--- config.mk ---
export PLATFORM = sky130hd
export DESIGN_NAME = tape_block_transfer_control
export DESIGN_NICKNAME = d
export VERILOG_FILES = /design/src/tape_ctl_pkg.sv /design/src/mark_decode.sv /design/src/tape_block_transfer_control.sv
export SDC_FILE = /design/constraint.sdc
export NUM_CORES = 1
export LEC_CHECK = 0
export BUFFER_PORTS_ARGS = -buffer_cell sky130_fd_sc_hd__buf_2
export CAP_MARGIN = 20
export CORE_ASPECT_RATIO = 1.2
export CORE_MARGIN = 3
export CORE_UTILIZATION = 50
export DETAILED_ROUTE_END_ITERATION = 12
export GPL_ROUTABILITY_DRIVEN = 0
export PLACE_DENSITY = 0.83
export SLEW_MARGIN = 20
export SYNTH_ARGS = -nofsm -noshare
export SYNTH_HDL_FRONTEND = slang
export SYNTH_SLANG_ARGS = --single-unit
--- constraint.sdc ---
create_clock -name clk -period 2.14 [get_ports clk]
set_clock_uncertainty 0.1 [all_clocks]
set_input_delay 0.107 -clock clk [delete_from_list [all_inputs] [get_ports clk]]
set_output_delay 0.107 -clock clk [all_outputs]
set_load 0.03 [all_outputs]
--- src/tape_ctl_pkg.sv ---
`default_nettype none
package tape_ctl_pkg;
  // ************************************************************
  // Timing
  // ************************************************************
  localparam int CLK_NS = 20;
  localparam int SEL_DLY_NS = 5000;
  localparam int SEL_DLY_CYC = (SEL_DLY_NS + CLK_NS - 1) / CLK_NS;
  localparam int BRK_TMO_NS = 17000;
  localparam int BRK_TMO_CYC = BRK_TMO_NS / CLK_NS;
  localparam int WORD_NS = 133500;
  localparam int LINES_PER_WORD = 4;
  localparam int LINE_CYC = WORD_NS / (LINES_PER_WORD * CLK_NS);
  localparam logic [8:0] SEL_DLY_CNT = 9'(SEL_DLY_CYC);
  localparam logic [9:0] BRK_TMO_CNT = 10'(BRK_TMO_CYC);
  localparam logic [10:0] LINE_CNT = 11'(LINE_CYC);

  // ************************************************************
  // Break locations, field 0
  // ************************************************************
  localparam logic [11:0] TRANSFER_WORD_COUNT_ADDR = 12'hFEC;
  localparam logic [11:0] TRANSFER_CURRENT_ADDRESS_ADDR = 12'hFED;

  // ************************************************************
  // First status word fields
  // ************************************************************
  localparam int SRA_UNIT_LSB = 9;
  localparam int SRA_REV = 8;
  localparam int SRA_GO = 7;
  localparam int SRA_MODE = 6;
  localparam int SRA_FN_LSB = 3;
  localparam int SRA_IE = 2;
  localparam int SRA_CLR_ERR = 1;
  localparam int SRA_CLR_DONE = 0;
  localparam logic [11:0] SRA_RST = 12'h000;

  localparam logic [2:0] FN_MOVE = 3'h0;
  localparam logic [2:0] FN_SEARCH = 3'h1;
  localparam logic [2:0] FN_RDATA = 3'h2;
  localparam logic [2:0] FN_RALL = 3'h3;
  localparam logic [2:0] FN_WDATA = 3'h4;
  localparam logic [2:0] FN_WALL = 3'h5;
  localparam logic [2:0] FN_WTM = 3'h6;
  localparam logic [2:0] FN_UNUSED = 3'h7;

  // ************************************************************
  // Error bits and mark codes
  // ************************************************************
  localparam int ERR_N = 5;
  localparam int ERR_MARK = 0;
  localparam int ERR_EOT = 1;
  localparam int ERR_SEL = 2;
  localparam int ERR_PAR = 3;
  localparam int ERR_TIM = 4;
  localparam logic [5:0] MK_CODE_END = 6'h01;
  localparam logic [5:0] MK_CODE_BLOCK = 6'h02;
  localparam logic [5:0] MK_CODE_DATA = 6'h04;
  localparam logic [5:0] MK_CODE_FINAL = 6'h05;
  localparam logic [5:0] MK_CODE_CHECK = 6'h06;
  localparam logic [5:0] MK_CODE_GAP_F = 6'h08;
  localparam logic [5:0] MK_CODE_GAP_R = 6'h09;
  localparam logic [5:0] PAR_GOOD = 6'h3F;

  typedef enum logic [2:0] {MK_GAP, MK_BLOCK, MK_DATA, MK_FINAL, MK_CHECK, MK_END, MK_BAD}
    mark_class_e;
  typedef enum logic [1:0] {BK_IDLE, BK_WC, BK_CA, BK_XFER} brk_state_e;
endpackage
`default_nettype wire

--- src/mark_decode.sv ---
`default_nettype none
module mark_decode
  import tape_ctl_pkg::*;
(
  input wire logic [5:0] mark_code,
  input wire logic suppress,
  output mark_class_e mark_class
);
  always_comb
  begin
    case (mark_code)
      MK_CODE_END: mark_class = MK_END;
      MK_CODE_BLOCK: mark_class = MK_BLOCK;
      MK_CODE_DATA: mark_class = MK_DATA;
      MK_CODE_FINAL: mark_class = MK_FINAL;
      MK_CODE_CHECK: mark_class = MK_CHECK;
      MK_CODE_GAP_F: mark_class = MK_GAP;
      MK_CODE_GAP_R: mark_class = MK_GAP;
      default: mark_class = MK_BAD;
    endcase
    // Moving tape sees only the end zone
    if (suppress && mark_class != MK_END)
    begin
      mark_class = MK_GAP;
    end
  end
endmodule
`default_nettype wire

--- src/tape_block_transfer_control.sv ---
`default_nettype none
module tape_block_transfer_control
  import tape_ctl_pkg::*;
(
  input wire logic clk,
  input wire logic arst_n,
  input wire logic load_first_status_command,
  input wire logic [11:0] bus_output_lines,
  input wire logic done_clear,
  input wire logic fault_clear,
  input wire logic [7:0] unit_match,
  input wire logic [7:0] write_lock,
  input wire logic timing_mark_write_mode,
  input wire logic mark_stb,
  input wire logic [5:0] mark_code,
  input wire logic line_stb,
  input wire logic [2:0] tape_rdata,
  input wire logic brk_ack,
  input wire logic [11:0] brk_rdata,
  output logic [2:0] unit_sel,
  output logic tape_go,
  output logic tape_rev,
  output logic tape_write,
  output logic [2:0] tape_wdata,
  output logic timing_track_out,
  output logic data_request_flag,
  output logic [11:0] brk_addr,
  output logic brk_incr,
  output logic brk_we,
  output logic [11:0] brk_wdata,
  output logic operation_done_flag,
  output logic fault_flag,
  output logic mark_err,
  output logic eot_err,
  output logic sel_err,
  output logic par_err,
  output logic tim_err,
  output logic count_limited_mode,
  output logic irq
);
  // ************************************************************
  // Declarations
  // ************************************************************
  logic [2:0] function_code_bits;
  logic ie_r;
  logic [8:0] sel_cnt_r;
  logic [3:0] match_cnt;
  logic [10:0] gen_cnt_r;
  logic [1:0] gen_ln_r;
  logic gen_line_r;
  logic mark_evt;
  logic line_evt;
  logic wtm_fn;
  mark_class_e dec_class;
  mark_class_e cls_r;
  logic [1:0] lcnt_r;
  logic [11:0] rsh_r;
  logic [11:0] wbuf_r;
  logic [11:0] cur_word;
  logic word_done;
  logic reading;
  logic writing;
  logic data_cls;
  logic in_block_r;
  logic [5:0] par_r;
  logic [5:0] par_nxt;
  logic count_overflow;
  logic rd_req;
  logic wr_req;
  brk_state_e brk_r;
  logic [9:0] tmo_r;
  logic [11:0] xfer_word_r;
  logic [11:0] data_addr_r;
  logic xfer_end;
  logic done_set;
  logic done_clr;
  logic [ERR_N-1:0] err_set;
  logic [ERR_N-1:0] err_r;
  logic err_clr;

  // ************************************************************
  // Function decode
  // ************************************************************
  assign reading = function_code_bits == FN_SEARCH || function_code_bits == FN_RDATA
                   || function_code_bits == FN_RALL;
  assign writing = function_code_bits == FN_WDATA || function_code_bits == FN_WALL
                   || function_code_bits == FN_WTM;
  assign wtm_fn = function_code_bits == FN_WTM && tape_go;
  assign data_cls = cls_r == MK_DATA || cls_r == MK_FINAL;

  mark_decode u_mark_decode (
    .mark_code(mark_code),
    .suppress(function_code_bits == FN_MOVE),
    .mark_class(dec_class)
  );

  // ************************************************************
  // First status word
  // ************************************************************
  always_ff @(posedge clk or negedge arst_n)
  begin
    if (!arst_n)
    begin
      unit_sel <= SRA_RST[SRA_UNIT_LSB +: 3];
      tape_rev <= SRA_RST[SRA_REV];
      count_limited_mode <= SRA_RST[SRA_MODE];
      function_code_bits <= SRA_RST[SRA_FN_LSB +: 3];
      ie_r <= SRA_RST[SRA_IE];
    end
    else if (load_first_status_command)
    begin
      unit_sel <= bus_output_lines[SRA_UNIT_LSB +: 3];
      tape_rev <= bus_output_lines[SRA_REV];
      count_limited_mode <= bus_output_lines[SRA_MODE];
      function_code_bits <= bus_output_lines[SRA_FN_LSB +: 3];
      ie_r <= bus_output_lines[SRA_IE];
    end
  end

  // Motion stops on any error but parity
  always_ff @(posedge clk or negedge arst_n)
  begin
    if (!arst_n)
      tape_go <= SRA_RST[SRA_GO];
    else if (|(err_set & ~(ERR_N'(1) << ERR_PAR)))
      tape_go <= 1'b0;
    else if (load_first_status_command)
      tape_go <= bus_output_lines[SRA_GO];
  end

  // ************************************************************
  // Select check
  // ************************************************************
  always_comb
  begin
    match_cnt = 4'h0;
    for (int i = 0; i < 8; i++)
      match_cnt = match_cnt + {3'h0, unit_match[i]};
  end

  always_ff @(posedge clk or negedge arst_n)
  begin
    if (!arst_n)
      sel_cnt_r <= 9'h000;
    else if (load_first_status_command)
      sel_cnt_r <= SEL_DLY_CNT;
    else if (sel_cnt_r != 9'h000)
      sel_cnt_r <= sel_cnt_r - 9'h001;
  end

  // ************************************************************
  // Line timing; the timing-mark function makes its own clock
  // ************************************************************
  always_ff @(posedge clk or negedge arst_n)
  begin
    if (!arst_n)
    begin
      gen_cnt_r <= 11'h000;
      gen_ln_r <= 2'h0;
      gen_line_r <= 1'b0;
      timing_track_out <= 1'b0;
    end
    else if (!wtm_fn)
    begin
      gen_cnt_r <= 11'h000;
      gen_ln_r <= 2'h0;
      gen_line_r <= 1'b0;
    end
    else
    begin
      gen_line_r <= gen_cnt_r == LINE_CNT - 11'h001;
      if (gen_cnt_r == LINE_CNT - 11'h001)
      begin
        gen_cnt_r <= 11'h000;
        gen_ln_r <= gen_ln_r + 2'h1;
        timing_track_out <= ~timing_track_out;
      end
      else
        gen_cnt_r <= gen_cnt_r + 11'h001;
    end
  end

  // Slot mark precedes its first line by one cycle
  assign mark_evt = wtm_fn ? (gen_cnt_r == LINE_CNT - 11'h001 && gen_ln_r == 2'h0)
                           : mark_stb && tape_go;
  assign line_evt = wtm_fn ? gen_line_r : line_stb && tape_go;
  assign word_done = line_evt && lcnt_r == 2'h3;
  assign cur_word = reading ? {rsh_r[8:0], tape_rdata} : wbuf_r;
  assign par_nxt = par_r ^ cur_word[11:6] ^ cur_word[5:0];

  // ************************************************************
  // Word assembly and disassembly
  // ************************************************************
  always_ff @(posedge clk or negedge arst_n)
  begin
    if (!arst_n)
    begin
      cls_r <= MK_GAP;
      lcnt_r <= 2'h0;
      rsh_r <= 12'h000;
      in_block_r <= 1'b0;
    end
    else if (mark_evt)
    begin
      cls_r <= wtm_fn ? MK_DATA : dec_class;
      lcnt_r <= 2'h0;
      in_block_r <= dec_class == MK_DATA || dec_class == MK_FINAL || dec_class == MK_CHECK;
    end
    else if (line_evt)
    begin
      rsh_r <= {rsh_r[8:0], tape_rdata};
      lcnt_r <= lcnt_r + 2'h1;
    end
  end

  always_ff @(posedge clk or negedge arst_n)
  begin
    if (!arst_n)
    begin
      tape_wdata <= 3'h0;
      tape_write <= 1'b0;
    end
    else if (mark_evt)
      tape_write <= writing && (function_code_bits != FN_WDATA || dec_class == MK_DATA
                    || dec_class == MK_FINAL || dec_class == MK_CHECK);
    else if (line_evt)
      tape_wdata <= wbuf_r[3 * (3 - int'(lcnt_r)) +: 3];
  end

  // Outgoing word: fetched word, zero fill or check character
  always_ff @(posedge clk or negedge arst_n)
  begin
    if (!arst_n)
      wbuf_r <= 12'h000;
    else if (brk_r == BK_XFER && brk_ack && writing)
      wbuf_r <= brk_rdata;
    else if (mark_evt && function_code_bits == FN_WDATA)
    begin
      if (dec_class == MK_CHECK)
        wbuf_r <= {par_r ^ PAR_GOOD, 6'h00};
      else if (count_overflow)
        wbuf_r <= 12'h000;
    end
  end

  // ************************************************************
  // Longitudinal checksum
  // ************************************************************
  always_ff @(posedge clk or negedge arst_n)
  begin
    if (!arst_n)
      par_r <= 6'h00;
    else if (mark_evt && dec_class == MK_BLOCK)
      par_r <= 6'h00;
    else if (word_done && (data_cls || cls_r == MK_CHECK))
      par_r <= par_nxt;
  end

  // ************************************************************
  // Transfer requests
  // ************************************************************
  always_comb
  begin
    rd_req = 1'b0;
    if (word_done && reading)
    begin
      case (function_code_bits)
        FN_SEARCH: rd_req = cls_r == MK_BLOCK;
        FN_RDATA: rd_req = data_cls && !(count_limited_mode && count_overflow);
        FN_RALL: rd_req = 1'b1;
        default: rd_req = 1'b0;
      endcase
    end
  end

  always_comb
  begin
    wr_req = 1'b0;
    if (mark_evt)
    begin
      case (function_code_bits)
        FN_WDATA: wr_req = (dec_class == MK_DATA || dec_class == MK_FINAL) && !count_overflow;
        FN_WALL: wr_req = 1'b1;
        FN_WTM: wr_req = 1'b1;
        default: wr_req = 1'b0;
      endcase
    end
  end

  // ************************************************************
  // Three-cycle break sequencer
  // ************************************************************
  always_ff @(posedge clk or negedge arst_n)
  begin
    if (!arst_n)
    begin
      brk_r <= BK_IDLE;
      data_request_flag <= 1'b0;
      brk_addr <= 12'h000;
      brk_incr <= 1'b0;
      brk_we <= 1'b0;
      brk_wdata <= 12'h000;
      xfer_word_r <= 12'h000;
      data_addr_r <= 12'h000;
    end
    else
    begin
      case (brk_r)
        BK_IDLE:
          if (rd_req || wr_req)
          begin
            brk_r <= BK_WC;
            data_request_flag <= 1'b1;
            brk_addr <= TRANSFER_WORD_COUNT_ADDR;
            brk_incr <= 1'b1;
            xfer_word_r <= cur_word;
          end
        BK_WC:
          if (brk_ack)
          begin
            brk_r <= BK_CA;
            brk_addr <= TRANSFER_CURRENT_ADDRESS_ADDR;
            brk_incr <= function_code_bits != FN_SEARCH;
          end
        BK_CA:
          if (brk_ack)
          begin
            brk_r <= BK_XFER;
            data_addr_r <= brk_rdata;
            brk_addr <= brk_rdata;
            brk_incr <= 1'b0;
            brk_we <= reading;
            brk_wdata <= xfer_word_r;
          end
        BK_XFER:
          if (brk_ack)
          begin
            brk_r <= BK_IDLE;
            data_request_flag <= 1'b0;
            brk_we <= 1'b0;
          end
        default:
          brk_r <= BK_IDLE;
      endcase
    end
  end

  // Overflow holds until the next status load
  always_ff @(posedge clk or negedge arst_n)
  begin
    if (!arst_n)
      count_overflow <= 1'b0;
    else if (load_first_status_command)
      count_overflow <= 1'b0;
    else if (brk_r == BK_WC && brk_ack && brk_rdata == 12'h000)
      count_overflow <= 1'b1;
  end

  // Only the first cycle is timed; later ones follow at memory speed
  always_ff @(posedge clk or negedge arst_n)
  begin
    if (!arst_n)
      tmo_r <= 10'h000;
    else if (brk_r == BK_WC && !brk_ack)
      tmo_r <= (tmo_r == BRK_TMO_CNT) ? tmo_r : tmo_r + 10'h001;
    else
      tmo_r <= 10'h000;
  end

  // ************************************************************
  // Done flag
  // ************************************************************
  assign xfer_end = brk_r == BK_XFER && brk_ack;

  always_comb
  begin
    done_set = 1'b0;
    case (function_code_bits)
      FN_SEARCH: done_set = xfer_end && (!count_limited_mode || count_overflow);
      FN_RDATA, FN_WDATA: done_set = word_done && cls_r == MK_CHECK
                                     && (!count_limited_mode || count_overflow);
      FN_RALL, FN_WALL, FN_WTM: done_set = xfer_end
                                           && (!count_limited_mode || count_overflow);
      default: done_set = 1'b0;
    endcase
  end

  assign done_clr = done_clear || (load_first_status_command && bus_output_lines[SRA_CLR_DONE]);

  // A set in the same cycle as a clear wins
  always_ff @(posedge clk or negedge arst_n)
  begin
    if (!arst_n)
      operation_done_flag <= 1'b0;
    else if (done_set)
      operation_done_flag <= 1'b1;
    else if (done_clr)
      operation_done_flag <= 1'b0;
  end

  // ************************************************************
  // Error detection
  // ************************************************************
  always_comb
  begin
    err_set = '0;
    err_set[ERR_MARK] = mark_evt && !wtm_fn && dec_class == MK_BAD;
    err_set[ERR_EOT] = mark_evt && !wtm_fn && dec_class == MK_END;
    if (sel_cnt_r == 9'h001)
    begin
      err_set[ERR_SEL] = match_cnt != 4'h1
                         || (writing && write_lock[unit_sel])
                         || function_code_bits == FN_UNUSED
                         || (timing_mark_write_mode && function_code_bits != FN_WTM)
                         || (!timing_mark_write_mode && function_code_bits == FN_WTM);
    end
    err_set[ERR_PAR] = word_done && function_code_bits == FN_RDATA
                       && cls_r == MK_CHECK && par_nxt != PAR_GOOD;
    err_set[ERR_TIM] = (brk_r == BK_WC && tmo_r == BRK_TMO_CNT - 10'h001)
                       || (done_set && operation_done_flag)
                       || (load_first_status_command && in_block_r
                           && (bus_output_lines[SRA_FN_LSB +: 3] == FN_RDATA
                               || bus_output_lines[SRA_FN_LSB +: 3] == FN_WDATA));
  end

  assign err_clr = fault_clear || (load_first_status_command && bus_output_lines[SRA_CLR_ERR]);

  generate
    for (genvar g = 0; g < ERR_N; g++)
    begin : g_err
      always_ff @(posedge clk or negedge arst_n)
      begin
        if (!arst_n)
          err_r[g] <= 1'b0;
        else if (err_set[g])
          err_r[g] <= 1'b1;
        else if (err_clr)
          err_r[g] <= 1'b0;
      end
    end
  endgenerate

  always_ff @(posedge clk or negedge arst_n)
  begin
    if (!arst_n)
      fault_flag <= 1'b0;
    else if (|err_set)
      fault_flag <= 1'b1;
    else if (err_clr)
      fault_flag <= 1'b0;
  end

  assign mark_err = err_r[ERR_MARK];
  assign eot_err = err_r[ERR_EOT];
  assign sel_err = err_r[ERR_SEL];
  assign par_err = err_r[ERR_PAR];
  assign tim_err = err_r[ERR_TIM];

  // ************************************************************
  // Interrupt request
  // ************************************************************
  always_ff @(posedge clk or negedge arst_n)
  begin
    if (!arst_n)
      irq <= 1'b0;
    else
      irq <= ie_r && (operation_done_flag || fault_flag);
  end
endmodule
`default_nettype wire

## Yosys cells after proc, flatten, opt, wreduce, memory -nomap -nowiden

Index checks and enable logic that the tools add are counted.

- Register bits after elaboration: 131

- Add/subtract/negate cells: 13
- Multipliers: 1
- Magnitude comparators: 1
- Equal/unequal tests: 46
- Shifts and indexed selects: 1
- Muxes and demuxes: 60
- Bitwise logic cells: 5
- Reductions and logical operators: 104

Operators by type and width:

| operator | number |
|---|---|
| 2-to-1 mux 12 bit | 8 |
| logical AND 1 bit | 38 |
| case mux 12 bit (3 select lines) | 1 |
| nonzero test 2 bit | 15 |
| == test 3 bit, second input constant | 9 |
| 2-to-1 mux 1 bit | 24 |
| logical OR 1 bit | 23 |
| 2-to-1 mux 11 bit | 2 |
| == test 3 x 2 -> 1 bit, second input constant | 7 |
| == test 10 bit, second input constant | 2 |
| 2-to-1 mux 10 bit | 2 |
| == test 6 x 3 -> 1 bit, second input constant | 3 |
| 2-to-1 mux 9 bit | 2 |
| case mux 3 bit (6 select lines) | 1 |
| adder 4 x 1 -> 4 bit | 4 |
| 2-to-1 mux 2 bit | 8 |
| == test 6 x 4 -> 1 bit, second input constant | 2 |
| zero test 12 bit | 1 |
| 2-to-1 mux 6 bit | 2 |
| variable part select 12 x 6 -> 3 bit | 1 |
| XOR 6 bit | 2 |
| adder 11 x 1 -> 11 bit, second input constant | 1 |
| == test 11 bit, second input constant | 1 |
| adder 10 x 1 -> 10 bit, second input constant | 1 |
| 38 further kinds | 71 |

## Longest topological paths before layout

Gate-level depths: netlist of the first run.

- Depth after elaboration: 15
- Gate-level depth with buffers: 13
- Mapped depth without buffers: 13

## Modules after synthesis

A second synthesis of the first run with hierarchy kept.

- Cell total of the unflattened synthesis: 652
- Area, all modules: 6,947.9 um^2

By module, submodules not included:

| module | instances | cells each | area each (um^2) |
|---|---|---|---|
| tape_block_transfer_control | 1 | 636 | 6,836.6 |
| mark_decode | 1 | 16 | 111.4 |

## Least setup slack after synthesis of the first run

No wires, ideal clock.

- Path kind: in2reg
- Start: in unit_match[0]
- End: reg tape_go
- Setup time: 0.105 ns
- Data arrival time: 2.817 ns
- Setup slack: -0.882 ns
- Cell stages on the path: 13
- Cell sequence: fa_1 inv_1 fa_1 fa_1 inv_1 ha_1 inv_1 fa_1 nor2_1 nand3_1 a21oi_1 a31oi_1 nor4b_1

- Word-level cells in the longest chain between the ends: 15

RTL lines:

| what | RTL line | source |
|---|---|---|
| start, declared | tape_block_transfer_control.sv:11 | `input wire logic [7:0] unit_match,` |
| adder 1 x 1 -> 2 bit (*) | tape_block_transfer_control.sv:138 | `match_cnt = match_cnt + {3'h0, unit_match[i]};` |
| adder 2 x 1 -> 3 bit (*) | tape_block_transfer_control.sv:138 |  |
| adder 3 x 1 -> 4 bit (*) | tape_block_transfer_control.sv:138 |  |
| adder 4 x 1 -> 4 bit (*) (4 in a row) | tape_block_transfer_control.sv:138 |  |
| != test 4 x 1 -> 1 bit (*) | tape_block_transfer_control.sv:411 | `err_set[ERR_SEL] = match_cnt != 4'h1` |
| logical OR 1 bit (*) | tape_block_transfer_control.sv:412 | `\|\| (writing && write_lock[unit_sel])` |
| logical OR 1 bit (*) | tape_block_transfer_control.sv:413 | `\|\| function_code_bits == FN_UNUSED` |
| logical OR 1 bit (*) | tape_block_transfer_control.sv:414 | `\|\| (timing_mark_write_mode && function_code_bits != FN_WTM)` |
| logical OR 1 bit (*) | tape_block_transfer_control.sv:415 | `\|\| (!timing_mark_write_mode && function_code_bits == FN_WTM);` |
| 2-to-1 mux 1 bit (*) | tape_block_transfer_control.sv:409 | `if (sel_cnt_r == 9'h001)` |
| OR reduction 4 bit (*) | tape_block_transfer_control.sv:125 | `else if (\|(err_set & ~(ERR_N'(1) << ERR_PAR)))` |
| 2-to-1 mux 1 bit or nonzero test 2 bit (tied branches) | n/a |  |
| end signal, assigned | tape_block_transfer_control.sv:124 | `tape_go <= SRA_RST[SRA_GO];` |
| end signal, assigned | tape_block_transfer_control.sv:128 | `tape_go <= bus_output_lines[SRA_GO];` |
| end, declared | tape_block_transfer_control.sv:21 | `output logic tape_go,` |

Every way passes the cells marked *; elsewhere a longest branch is shown, timed or not.
A chain may end at the register's enable or synchronous reset.

## Worst setup path in the final report of the first run

Ends and elaborated chain as after synthesis.

==> metrics.md, run 1 <==
| Metric | Value |
|---|---|
| Clock Tree Buf Depth | 2 |
| Worst R2R Path Depth | 7 |
| Post-Synthesis Cells | 668 |
| CP Launch Type | input pin |
| Power density over the cells | 1250 nW/um^2 |
| Worst-Margin Slew | 0.5934 ns |
| Syn_area_per_cell | 10.37 sq um |
| GR Util met1 | 28.55% |
| Syn Nets | 748 |
| Hold Slack | 0.01299 ns |
| Final nets | 968 |
| P&R area growth vs syn | 38.58% |
| GRT Util Overall | 24.70% |
| Initial DRT Pass Iterations | 5 |
| Final hold vios | 0 |
| Core Rows | 46 |
| Clk sinks | 131 |
| DR iter-0 viols | 561 |
| Initial core utilization | 51.63% |
| Depth of the CTS H-tree | 4 |
| Largest net degree at the start of global routing | 44 |
| WL/cell | 18.78 microns |
| RR Startpoint | gen_cnt_r[1] |
| Outcome | finished with violations |
| Pwr Total | 11.99 mW |
| Die H | 134.9 microns |
| Via count | 6,145 |
| VDD IR max | 0.7644 mV |
| Max cap viols | 0 |
| Root Buffer | clkbuf_16 |
| Crit path max fanout | 3 |
| Relative slew margins | 60.35% |
| Post-Syn Area | 6924 sq um |
| Share of cells above drive strength 1 | 36.18% |
| Crit path kind | input pin to register |
| Hold crit path type | input pin to register |
| Top FF cell, synth | dfrtp_1 |
| Antenna violations before repair | 0 |
| Clock transition at path regs | 0.05 ns |
| Minimum clock period | 2.888 ns |
| RR Endpoint | brk_r[1] |
| Total gr overflow | 0 |
| Synthesized flop and latch total | 131 |
| Worst reg-to-reg setup slack | -0.10 ns |
| Vias in the first global route | 6,087 |
| Worst Hold Path Cells | 2 |
| Hold path endpoint | sel_cnt_r[0] |
| Synth area leader | dfrtp_1 |
| Maximum clock rate | 346.2 MHz |
| Remaining DRCs | 0 |
| Most Crowded Layer GR | met2 |
| Hold path startpoint | load_first_status_command |
| M3 GR Usage | 6.634% |
| Yosys top cell area share | 47.34% |
| Warnings, synthesis | 0 |
| Inserted Diodes | 0 |
| Worst Setup End Kind | register |
| P_leak | 4.525 nW |
| Vias/cell | 5.748 |
| CTS tree | yes |
| First-pass GRT wire length | 29,620 microns |
| Failing checks | negative setup slack |
| Clk_lat worst skew | 0.43 ns |
| Fin. max-slew vios | 0 |
| CTS Buf Count | 17 |
| Tcrit/Tclk final | 135.0% |
| Commonest cells after routing, fill and taps aside | 127 x dfrtp_1, 102 x buf_2, 73 x buf_4, 71 x nand2_1, 57 x nor2_1 |
| Number of port buffers | 103 |
| Final-report setup violation count | 21 |
| CP required | 2.37 ns |
| Die ar. | 15,300 sq um |
| Worst endpoint data arrival time | 3.12 ns |
| Pre-CTS setup slack | -1.208 ns |
| Register area share after synthesis | 47.34% |
| IO Pins | 104 |
| DRT Wirelength | 20,070 microns |
| Synth top area cells | dfrtp_1 47%, mux2_2 5.0%, nand2_1 4.1% |
| Core Box Area | 13,410 sq um |
| Number of synthesized flops with an enable pin | 0 |
| FFs w/ async S/R, synth | 100.0% |
| Most common cell after layout, fill and taps aside | dfrtp_1 |
| Layout Cells excl Fill | 1,069 |
| Inst Count DP | 985 |
| Worst setup margin | -0.7483 ns |
| Number of distinct library cells after synthesis | 68 |
| HPWL after DPL | 12,330 microns |
| Post-route antenna net violation count | 0 |
| Die X-Extent | 113.4 microns |
| Unrepaired setup endpoints after global routing | yes |
| GRT met2 Usage | 42.85% |
## metrics by stage
stage / TNS [ns] / cell area, sq um / util [%]
CTS: -2.034 / 9203 / 68.62
detailed placement: -6.573 / 8113 / 60.50
global placement: -5.106 / 8113 / 60.50
finish: -2.928 / 9595 / 71.55
global route: -5.573 / 9595 / 71.55
floorplan: -2.527 / 6930 / -
## logic make-up after synthesis
family	Yosys count	synth area share (%)
adder cells (fa/ha/maj)	22	4.409
AND/OR/NAND/NOR	231	16.80
XOR/XNOR	53	6.704
flip-flops	131	47.34
multiplexers	64	10.73
AO/OA/AOI/OAI	112	10.68
buffers and inverters	55	3.325
## Yosys cell counts (8+ instances only)
master    number
dfrtp_1      131
nand2_1       76
nor2_1        58
mux2_2        31
xor2_1        30
inv_1         28
mux2i_1       27
nand3_1       26
a21oi_1       25
xnor2_1       23
ha_1          18
o21ai_0       16
a21o_1        14
buf_2         13
o21ai_1       13
nor3_1        11
clkbuf_1      10
a22o_1         8
nand2b_1       8
o211ai_1       8
## layout make-up
type | count | area [sq um]
fillers | 848 | 3815
multi-input cells | 486 | 3806
flip-flops and latches | 131 | 3283
repair buffers | 224 | 1597
clock buffers | 21 | 460.4
well taps | 168 | 210.2
clock inverters | 11 | 133.9
inverters | 28 | 105.1
## state kept, by name (all words and copies together) (netlist names), 6 cells and up
register / cells
par_r: 6
brk_addr: 12
wbuf_r: 12
brk_wdata: 12
gen_cnt_r: 11
tmo_r: 10
rsh_r: 9
sel_cnt_r: 9
xfer_word_r: 12
## power breakdown
| part | internal (mW) | switching, mW | leakage [nW] | total, mW |
|---|---|---|---|---|
| sequential | 3.15 | 0.630 | 1.67 | 3.78 |
| clock | 1.88 | 1.05 | 0.300 | 2.93 |
| combinational | 2.34 | 2.94 | 2.55 | 5.28 |
## metal layers
layer | wire (microns) | vias to the layer above
li1 | - | 2779
met1 | 7350 | 3008
met2 | 10720 | 281
met3 | 1298 | 77
met4 | 701 | 0
met5 | 0 | -
## critical path: stages
cell and delay [ns]:
buf_6 0.09, fa_1 0.54, inv_1 0.05, fa_1 0.46
fa_1 0.50, inv_2 0.09, ha_4 0.13, inv_2 0.03
fa_2 0.52, nand3_2 0.08, a21oi_2 0.13, a31oi_2 0.12
nor4b_2 0.26
## worst max-delay path by stage
stage,startpoint,to,cells past startpoint
after floorplan,unit_match[0],tape_go,13
after global placement,unit_match[0],tape_go,14
after detailed placement,unit_match[0],tape_go,14
after CTS,unit_match[0],tape_go,13
after global routing,unit_match[0],tape_go,13
final,unit_match[0],tape_go,13
## repair_timing
item,4_1_cts,5_1_grt
endpoints found under the hold margin,120,0
setup endpoints to repair,43,62
resized for setup,25,74
hold buffers,35,0
pin swaps,10,31
buffers inserted,3,9
gates cloned,2,3
(Power assumes the default switching activity.)
==> inputs of run 2 (changes only) <==
- CTS_BUF_LIST: not set -> sky130_fd_sc_hd__clkbuf_8
==> metrics.md, run 2 (synthesis gave the netlist of run 1 again) <==
| Metric | Value |
|---|---|
| Initial core utilization | 51.63% (unchanged) |
| RR Startpoint | function_code_bits[0] (was gen_cnt_r[1]) |
| Commonest cells after routing, fill and taps aside | 128 x dfrtp_1, 102 x buf_2, 80 x buf_4, 61 x nand2_1, 51 x nor2_1 (was 127 x dfrtp_1, 102 x buf_2, 73 x buf_4, 71 x nand2_1, 57 x nor2_1) |
| Critical Path Stages | 13 (unchanged) |
| Die H | 134.9 microns (unchanged) |
| Number of port buffers | 103 (unchanged) |
| CP delay by family, top | adder cells (unchanged) |
| Post-route cell area | 9748 sq um (was 9595 sq um) |
| Register area | 3282 sq um (was 3283 sq um) |
| Hold path startpoint | mark_stb (was load_first_status_command) |
| Clock transition at path regs | 0.07 ns (was 0.05 ns) |
| Worst reg-to-reg setup slack | -0.30 ns (was -0.10 ns) |
| Via count | 6,579 (was 6,145) |
| Root Buffer | clkbuf_8 (was clkbuf_16) |
| Die ar. | 15,300 sq um (unchanged) |
| Buf/Inv on CP | 4 (unchanged) |
| Worst-Margin Slew | 0.9261 ns (was 0.5934 ns) |
| Vias/cell | 6.058 (was 5.748) |
| Worst Setup End Kind | register (unchanged) |
| Minimum clock period | 2.889 ns (was 2.888 ns) |
| Crit path kind | input pin to register (unchanged) |
| Post-route antenna net violation count | 0 (unchanged) |
| Multi-input gate area | 3965 sq um (was 3806 sq um) |
| Max cap viols | 0 (unchanged) |
| Share of cells above drive strength 1 | 39.76% (was 36.18%) |
| Clock Tree Buf Depth | 2 (unchanged) |
| Most common cell after layout, fill and taps aside | dfrtp_1 (unchanged) |
| Inserted Diodes | 0 (unchanged) |
| First-pass GRT wire length | 30,190 microns (was 29,620 microns) |
| Worst setup margin | -0.7492 ns (was -0.7483 ns) |
| Clock share of power | 18.7% (was 24.4%) |
| Unrepaired setup endpoints after global routing | yes (unchanged) |
| Tcrit/Tclk final | 135.0% (about the same) |
| Combinational Power Share | 48.4% (was 44.1%) |
| VDD IR max | 0.6552 mV (was 0.7644 mV) |
| Worst endpoint data arrival time | 3.10 ns (was 3.12 ns) |
| Fin. max-slew vios | 0 (unchanged) |
| Hold crit path type | input pin to register (unchanged) |
| Crit path max fanout | 3 (unchanged) |
| P_leak | 4.553 nW (was 4.525 nW) |
| Final-report setup violation count | 42 (was 21) |
| CP required | 2.35 ns (was 2.37 ns) |
| RR Endpoint | fault_flag (was brk_r[1]) |
| Final hold vios | 0 (unchanged) |
| WL/cell | 20.84 microns (was 18.78 microns) |
| Failing checks | negative setup slack (unchanged) |
| Final nets | 985 (was 968) |
| Maximum clock rate | 346.1 MHz (was 346.2 MHz) |
| Cell internal pwr | 6.790 mW (was 7.370 mW) |
| Switch share | 41.55% (was 38.55%) |
| Outcome | finished with violations (unchanged) |
| HPWL after DPL | 12,330 microns (unchanged) |
| GRT Util Overall | 25.01% (was 24.70%) |
| Sequential share of power | 32.9% (was 31.5%) |
| Vias in the first global route | 6,097 (was 6,087) |
| IO Pins | 104 (unchanged) |
| CTS tree | yes (unchanged) |
| Core Rows | 46 (unchanged) |
| Power density over the cells | 1192 nW/um^2 (was 1250 nW/um^2) |
| CTS Buf Count | 17 (unchanged) |
| Largest net degree at the start of global routing | 44 (unchanged) |
| P&R area growth vs syn | 40.78% (was 38.58%) |
| Most used cell along the critical path | fa_1 (unchanged) |
| Pwr Total | 11.62 mW (was 11.99 mW) |
| Clk_lat worst skew | 0.47 ns (was 0.43 ns) |
| Slowest-stage cell, CP | fa_1 (unchanged) |
| Setup crit end | fault_flag (was tape_go) |
| Clk sinks | 131 (unchanged) |
| Hold Slack | 0.06133 ns (was 0.01299 ns) |
| Antenna violations before repair | 1 (was 0) |
| Remaining DRCs | 0 (unchanged) |
| DR iter-0 viols | 762 (was 561) |
| CP Launch Type | input pin (unchanged) |
| Post-route setup TNS | -8.746 ns (was -2.928 ns) |
| Depth of the CTS H-tree | 4 (unchanged) |
| P_sw | 4.826 mW (was 4.623 mW) |
| Worst R2R Path Depth | 9 (was 7) |
| Die X-Extent | 113.4 microns (unchanged) |
| DRT Wirelength | 22,630 microns (was 20,070 microns) |
| Initial DRT Pass Iterations | 7 (was 5) |
| # fillers | 808 (was 848) |
| Total gr overflow | 0 (unchanged) |
| Critical path, cell by cell | buf_6, fa_1, inv_1, fa_1, fa_1, inv_2, ha_4, inv_2, fa_2, nand3_2, a21oi_2, a31oi_4, nand4b_1 (was buf_6, fa_1, inv_1, fa_1, fa_1, inv_2, ha_4, inv_2, fa_2, nand3_2, a21oi_2, a31oi_2, nor4b_2) |
| Slowest stage delay, CP | 0.54 ns (about the same) |
| DP Area | 8113 sq um (unchanged) |
| Core Box Area | 13,410 sq um (unchanged) |
| Relative slew margins | 38.13% (was 60.35%) |
| Worst setup startpoint | unit_match[0] (unchanged) |
==> run 2: changes by cell type in the layout (fill, tap and decap cells not counted), sizes merged <==
cell / delta
buf: +10
dlygate4sd3: +5
inv: +2
==> run 2: area by class of cell <==
type	count	area share [%]
multi-input cells	486	40.68
clock inverters	13	1.450
inverters	28	1.078
well taps	168	2.156
repair buffers	241	18.29
clock buffers	19	2.683
flip-flops and latches	131	33.67
==> run 2: power by group through the flow <==
stage	Sequential (mW)	Clock (mW)	Combinational, mW
floorplan	4.15	0	2.48
global placement	3.72	0	4.16
detailed placement	3.75	0	4.26
CTS	3.71	2.16	4.58
global route	3.88	2.30	5.94
finish	3.82	2.17	5.62
==> run 2: repair_timing <==
action                                 in CTS  in global routing
gates resized for setup                    23                116
pin swaps                                   9                 51
setup endpoints to repair                  41                 66
buffers inserted                            6                 16
cloned                                      2                  6
endpoints found under the hold margin     167                  1
hold buffers                               40                  1
==> run 2: how the worst min path moves through the flow <==
stage,endpoint,slack [ns],cells after the start
floorplan,brk_addr[0],-0.29,0
global placement,gen_cnt_r[4],0.02,1
detailed placement,gen_cnt_r[4],0.02,1
CTS,mark_err,0.05,4
global route,eot_err,0.07,4
finish,eot_err,0.06,4
==> run 2: worst min-delay path, stage by stage <==
cell	delay [ns]
buf_2	0.12
nand3_2	0.11
buf_4	0.16
o21ai_0	0.08
==> run 2: metrics by stage <==
stage	worst slack, ns	instances	utilization, %
after floorplan	-0.8665	668	-
after global routing	-0.7897	1086	72.69
final	-0.7492	1086	72.69
after detailed placement	-1.208	985	60.50
after global placement	-1.107	985	60.50
after CTS	-0.7107	1065	67.65
==> run 2: routing by layer <==
| layer | up-vias | GRT usage, % | wire [microns] |
|---|---|---|---|
| met5 | - | 0 | 13 |
| met4 | 2 | 10.02 | 1528 |
| met3 | 151 | 6.410 | 1778 |
| met2 | 424 | 44.01 | 11360 |
| met1 | 3182 | 29.05 | 7950 |
| li1 | 2820 | - | - |
==> inputs of run 3 (changes only) <==
- ABC_CLOCK_PERIOD_IN_PS: not set -> 2600
- clock period: 2.14 -> 2.6 ns (I/O delays scaled with it)
==> metrics.md, run 3 (synthesis gave the netlist of run 1 again) <==
| Metric | Value |
|---|---|
| Outcome | finished with violations (unchanged) |
| Failing checks | negative setup slack (unchanged) |
| Worst setup startpoint | unit_match[0] (unchanged) |
| Slowest-stage cell, CP | fa_2 (was fa_1) |
| First-pass GRT wire length | 26,360 microns (was 30,190 microns) |
| DRT Wirelength | 16,200 microns (was 22,630 microns) |
| GRT Util Overall | 21.44% (was 25.01%) |
| Most common cell after layout, fill and taps aside | dfrtp_1 (unchanged) |
| Unrepaired setup endpoints after global routing | yes (unchanged) |
| Worst setup margin | -0.2652 ns (was -0.7492 ns) |
| CTS Buf Count | 17 (unchanged) |
| Hold path startpoint | mark_stb (unchanged) |
| Slowest stage delay, CP | 0.54 ns (about the same) |
| Total gr overflow | 0 (unchanged) |
| Max cap viols | 0 (unchanged) |
| Minimum clock period | 2.865 ns |
| Vias/cell | 5.538 (was 6.058) |
| Die X-Extent | 113.4 microns (unchanged) |
| Worst Setup End Kind | register (unchanged) |
| Buf/Inv on CP | 4 (unchanged) |
| P&R area growth vs syn | 24.36% (was 40.78%) |
| Die ar. | 15,300 sq um (unchanged) |
| Uppermost layer routed | met4 (was met5) |
| Depth of the CTS H-tree | 4 (unchanged) |
| Crit path max fanout | 3 (unchanged) |
| Root Buffer | clkbuf_8 (unchanged) |
| Multi-input gate area | 3498 sq um (was 3965 sq um) |
| Largest net degree at the start of global routing | 56 (was 44) |
| HPWL after DPL | 11,470 microns (was 12,330 microns) |
| CP Launch Type | input pin (unchanged) |
| Register area | 3278 sq um (was 3282 sq um) |
| RR Startpoint | function_code_bits[0] (unchanged) |
| Maximum clock rate | 349.0 MHz |
| Core Box Area | 13,410 sq um (unchanged) |
| Crit path kind | input pin to register (unchanged) |
| IO Pins | 104 (unchanged) |
| Final nets | 907 (was 985) |
| Post-layout util | 64.21% (was 72.69%) |
| Initial core utilization | 51.63% (unchanged) |
| Tcrit/Tclk final | 110.2% |
| Post-route antenna net violation count | 0 (unchanged) |
| Power density over the cells | 955.5 nW/um^2 (was 1192 nW/um^2) |
| Vias in the first global route | 5,465 (was 6,097) |
| Worst endpoint data arrival time | 3.13 ns (was 3.10 ns) |
| Core Rows | 46 (unchanged) |
| CTS tree | yes (unchanged) |
| DR iter-0 viols | 435 (was 762) |
| Initial DRT Pass Iterations | 5 (was 7) |
| Hold Slack | 0.07895 ns (was 0.06133 ns) |
| Clk_lat worst skew | 0.46 ns (was 0.47 ns) |
| Commonest cells after routing, fill and taps aside | 131 x dfrtp_1, 101 x buf_2, 76 x nand2_1, 58 x nor2_1, 41 x dlygate4sd3_1 (was 128 x dfrtp_1, 102 x buf_2, 80 x buf_4, 61 x nand2_1, 51 x nor2_1) |
| Final hold vios | 0 (unchanged) |
| Inserted Diodes | 0 (unchanged) |
| Die H | 134.9 microns (unchanged) |
| Critical path, cell by cell | buf_6, fa_1, inv_1, fa_1, fa_1, inv_2, ha_4, inv_2, fa_2, nand3_4, a21oi_4, a31oi_4, nor4b_2 (was buf_6, fa_1, inv_1, fa_1, fa_1, inv_2, ha_4, inv_2, fa_2, nand3_2, a21oi_2, a31oi_4, nand4b_1) |
| Most used cell along the critical path | fa_1 (unchanged) |
| WL met1 | 6633 microns (was 7950 microns) |
| CP required | 2.86 ns (was 2.35 ns) |
| Hold crit path type | input pin to register (unchanged) |
| DP Area | 7692 sq um (was 8113 sq um) |
| Remaining DRCs | 0 (unchanged) |
| Met2 routed WL | 8328 microns (was 11,360 microns) |
| WL/cell | 16.09 microns (was 20.84 microns) |
| Post-route cell area | 8611 sq um (was 9748 sq um) |
| # fillers | 1,025 (was 808) |
| Share of cells above drive strength 1 | 25.51% (was 39.76%) |
| P_leak | 4.058 nW (was 4.553 nW) |
| Relative slew margins | 53.26% (was 38.13%) |
| Metal3 WL | 795 microns (was 1778 microns) |
| Antenna violations before repair | 0 (was 1) |
| Worst-Margin Slew | 0.7011 ns (was 0.9261 ns) |
| Number of port buffers | 103 (unchanged) |
| Via count | 5,577 (was 6,579) |
| CP delay by family, top | adder cells (unchanged) |
| Clk sinks | 131 (unchanged) |
| Clock Tree Buf Depth | 2 (unchanged) |
| Clock transition at path regs | 0.07 ns (about the same) |
| Final-report setup violation count | 3 (was 42) |
| Fin. max-slew vios | 0 (unchanged) |
| VDD IR max | 0.6734 mV (was 0.6552 mV) |
-- run 3: cell count changes in the layout (fill, tap and decap cells not counted), sizes merged --
cell / previous run / this run
clkinv: 8 / 4
dlygate4sd3: 40 / 41
o21ai: 33 / 30
clkinvlp: 0 / 2
nand2: 78 / 77
clkbuf: 21 / 20
buf: 199 / 126
-- run 3: final timing paths --
check | endpoint | slack [ns] | cells past startpoint
setup reg to reg | tape_go | 0.10 | 6
hold / removal | eot_err | 0.08 | 3
min in group asynchronous | timing_track_out | 0.17 | 2
hold reg to reg | timing_track_out | 0.37 | 1
max in group asynchronous | tape_rev | 1.39 | 3
setup / recovery | tape_go | -0.27 | 13
-- run 3: cell type report --
| class | instances | area share, % |
|---|---|---|
| inverter | 28 | 1.221 |
| clock inverter | 11 | 1.584 |
| multi-input combinational | 482 | 40.63 |
| timing repair buffer | 167 | 12.86 |
| clock buffer | 20 | 3.197 |
| sequential | 131 | 38.07 |
| tap | 168 | 2.441 |
-- run 3: per-stage QoR --
step | power, mW | worst slack, ns | instances | setup TNS [ns]
2_1_floorplan | 5.444 | -0.4295 | 668 | -1.147
3_3_place_gp | 6.232 | -0.6565 | 934 | -1.809
3_5_place_dp | 6.348 | -0.7630 | 934 | -2.127
4_1_cts | 8.209 | -0.2369 | 1007 | -0.5839
5_1_grt | 8.732 | -0.3280 | 1007 | -0.9221
6_report | 8.228 | -0.2652 | 1007 | -0.7155
-- run 3: tightest hold or removal path, cell delays in order --
cell,delay [ns]
buf_2,0.10
nand3_1,0.23
o21ai_0,0.13
-- run 3: what timing repair did --
item                                    4_1_cts  5_1_grt
setup buffers                                 1        0
pin swaps                                     2        1
hold buffers                                 41        0
gates resized for setup                       8        8
hold endpoints to repair                    107        0
endpoints found under the setup margin        3       17
-- run 3: metal layers --
metal | GRT usage, % | up-vias
li1 | - | 2664
met5 | 0 | -
met4 | 8.818 | 0
met3 | 4.437 | 42
met2 | 36.69 | 164
met1 | 26.42 | 2707
-- run 3: power breakdown --
| part | switching, mW | internal (mW) |
|---|---|---|
| Combinational | 1.87 | 1.46 |
| Clock | 0.770 | 1.01 |
| Sequential | 0.535 | 2.58 |
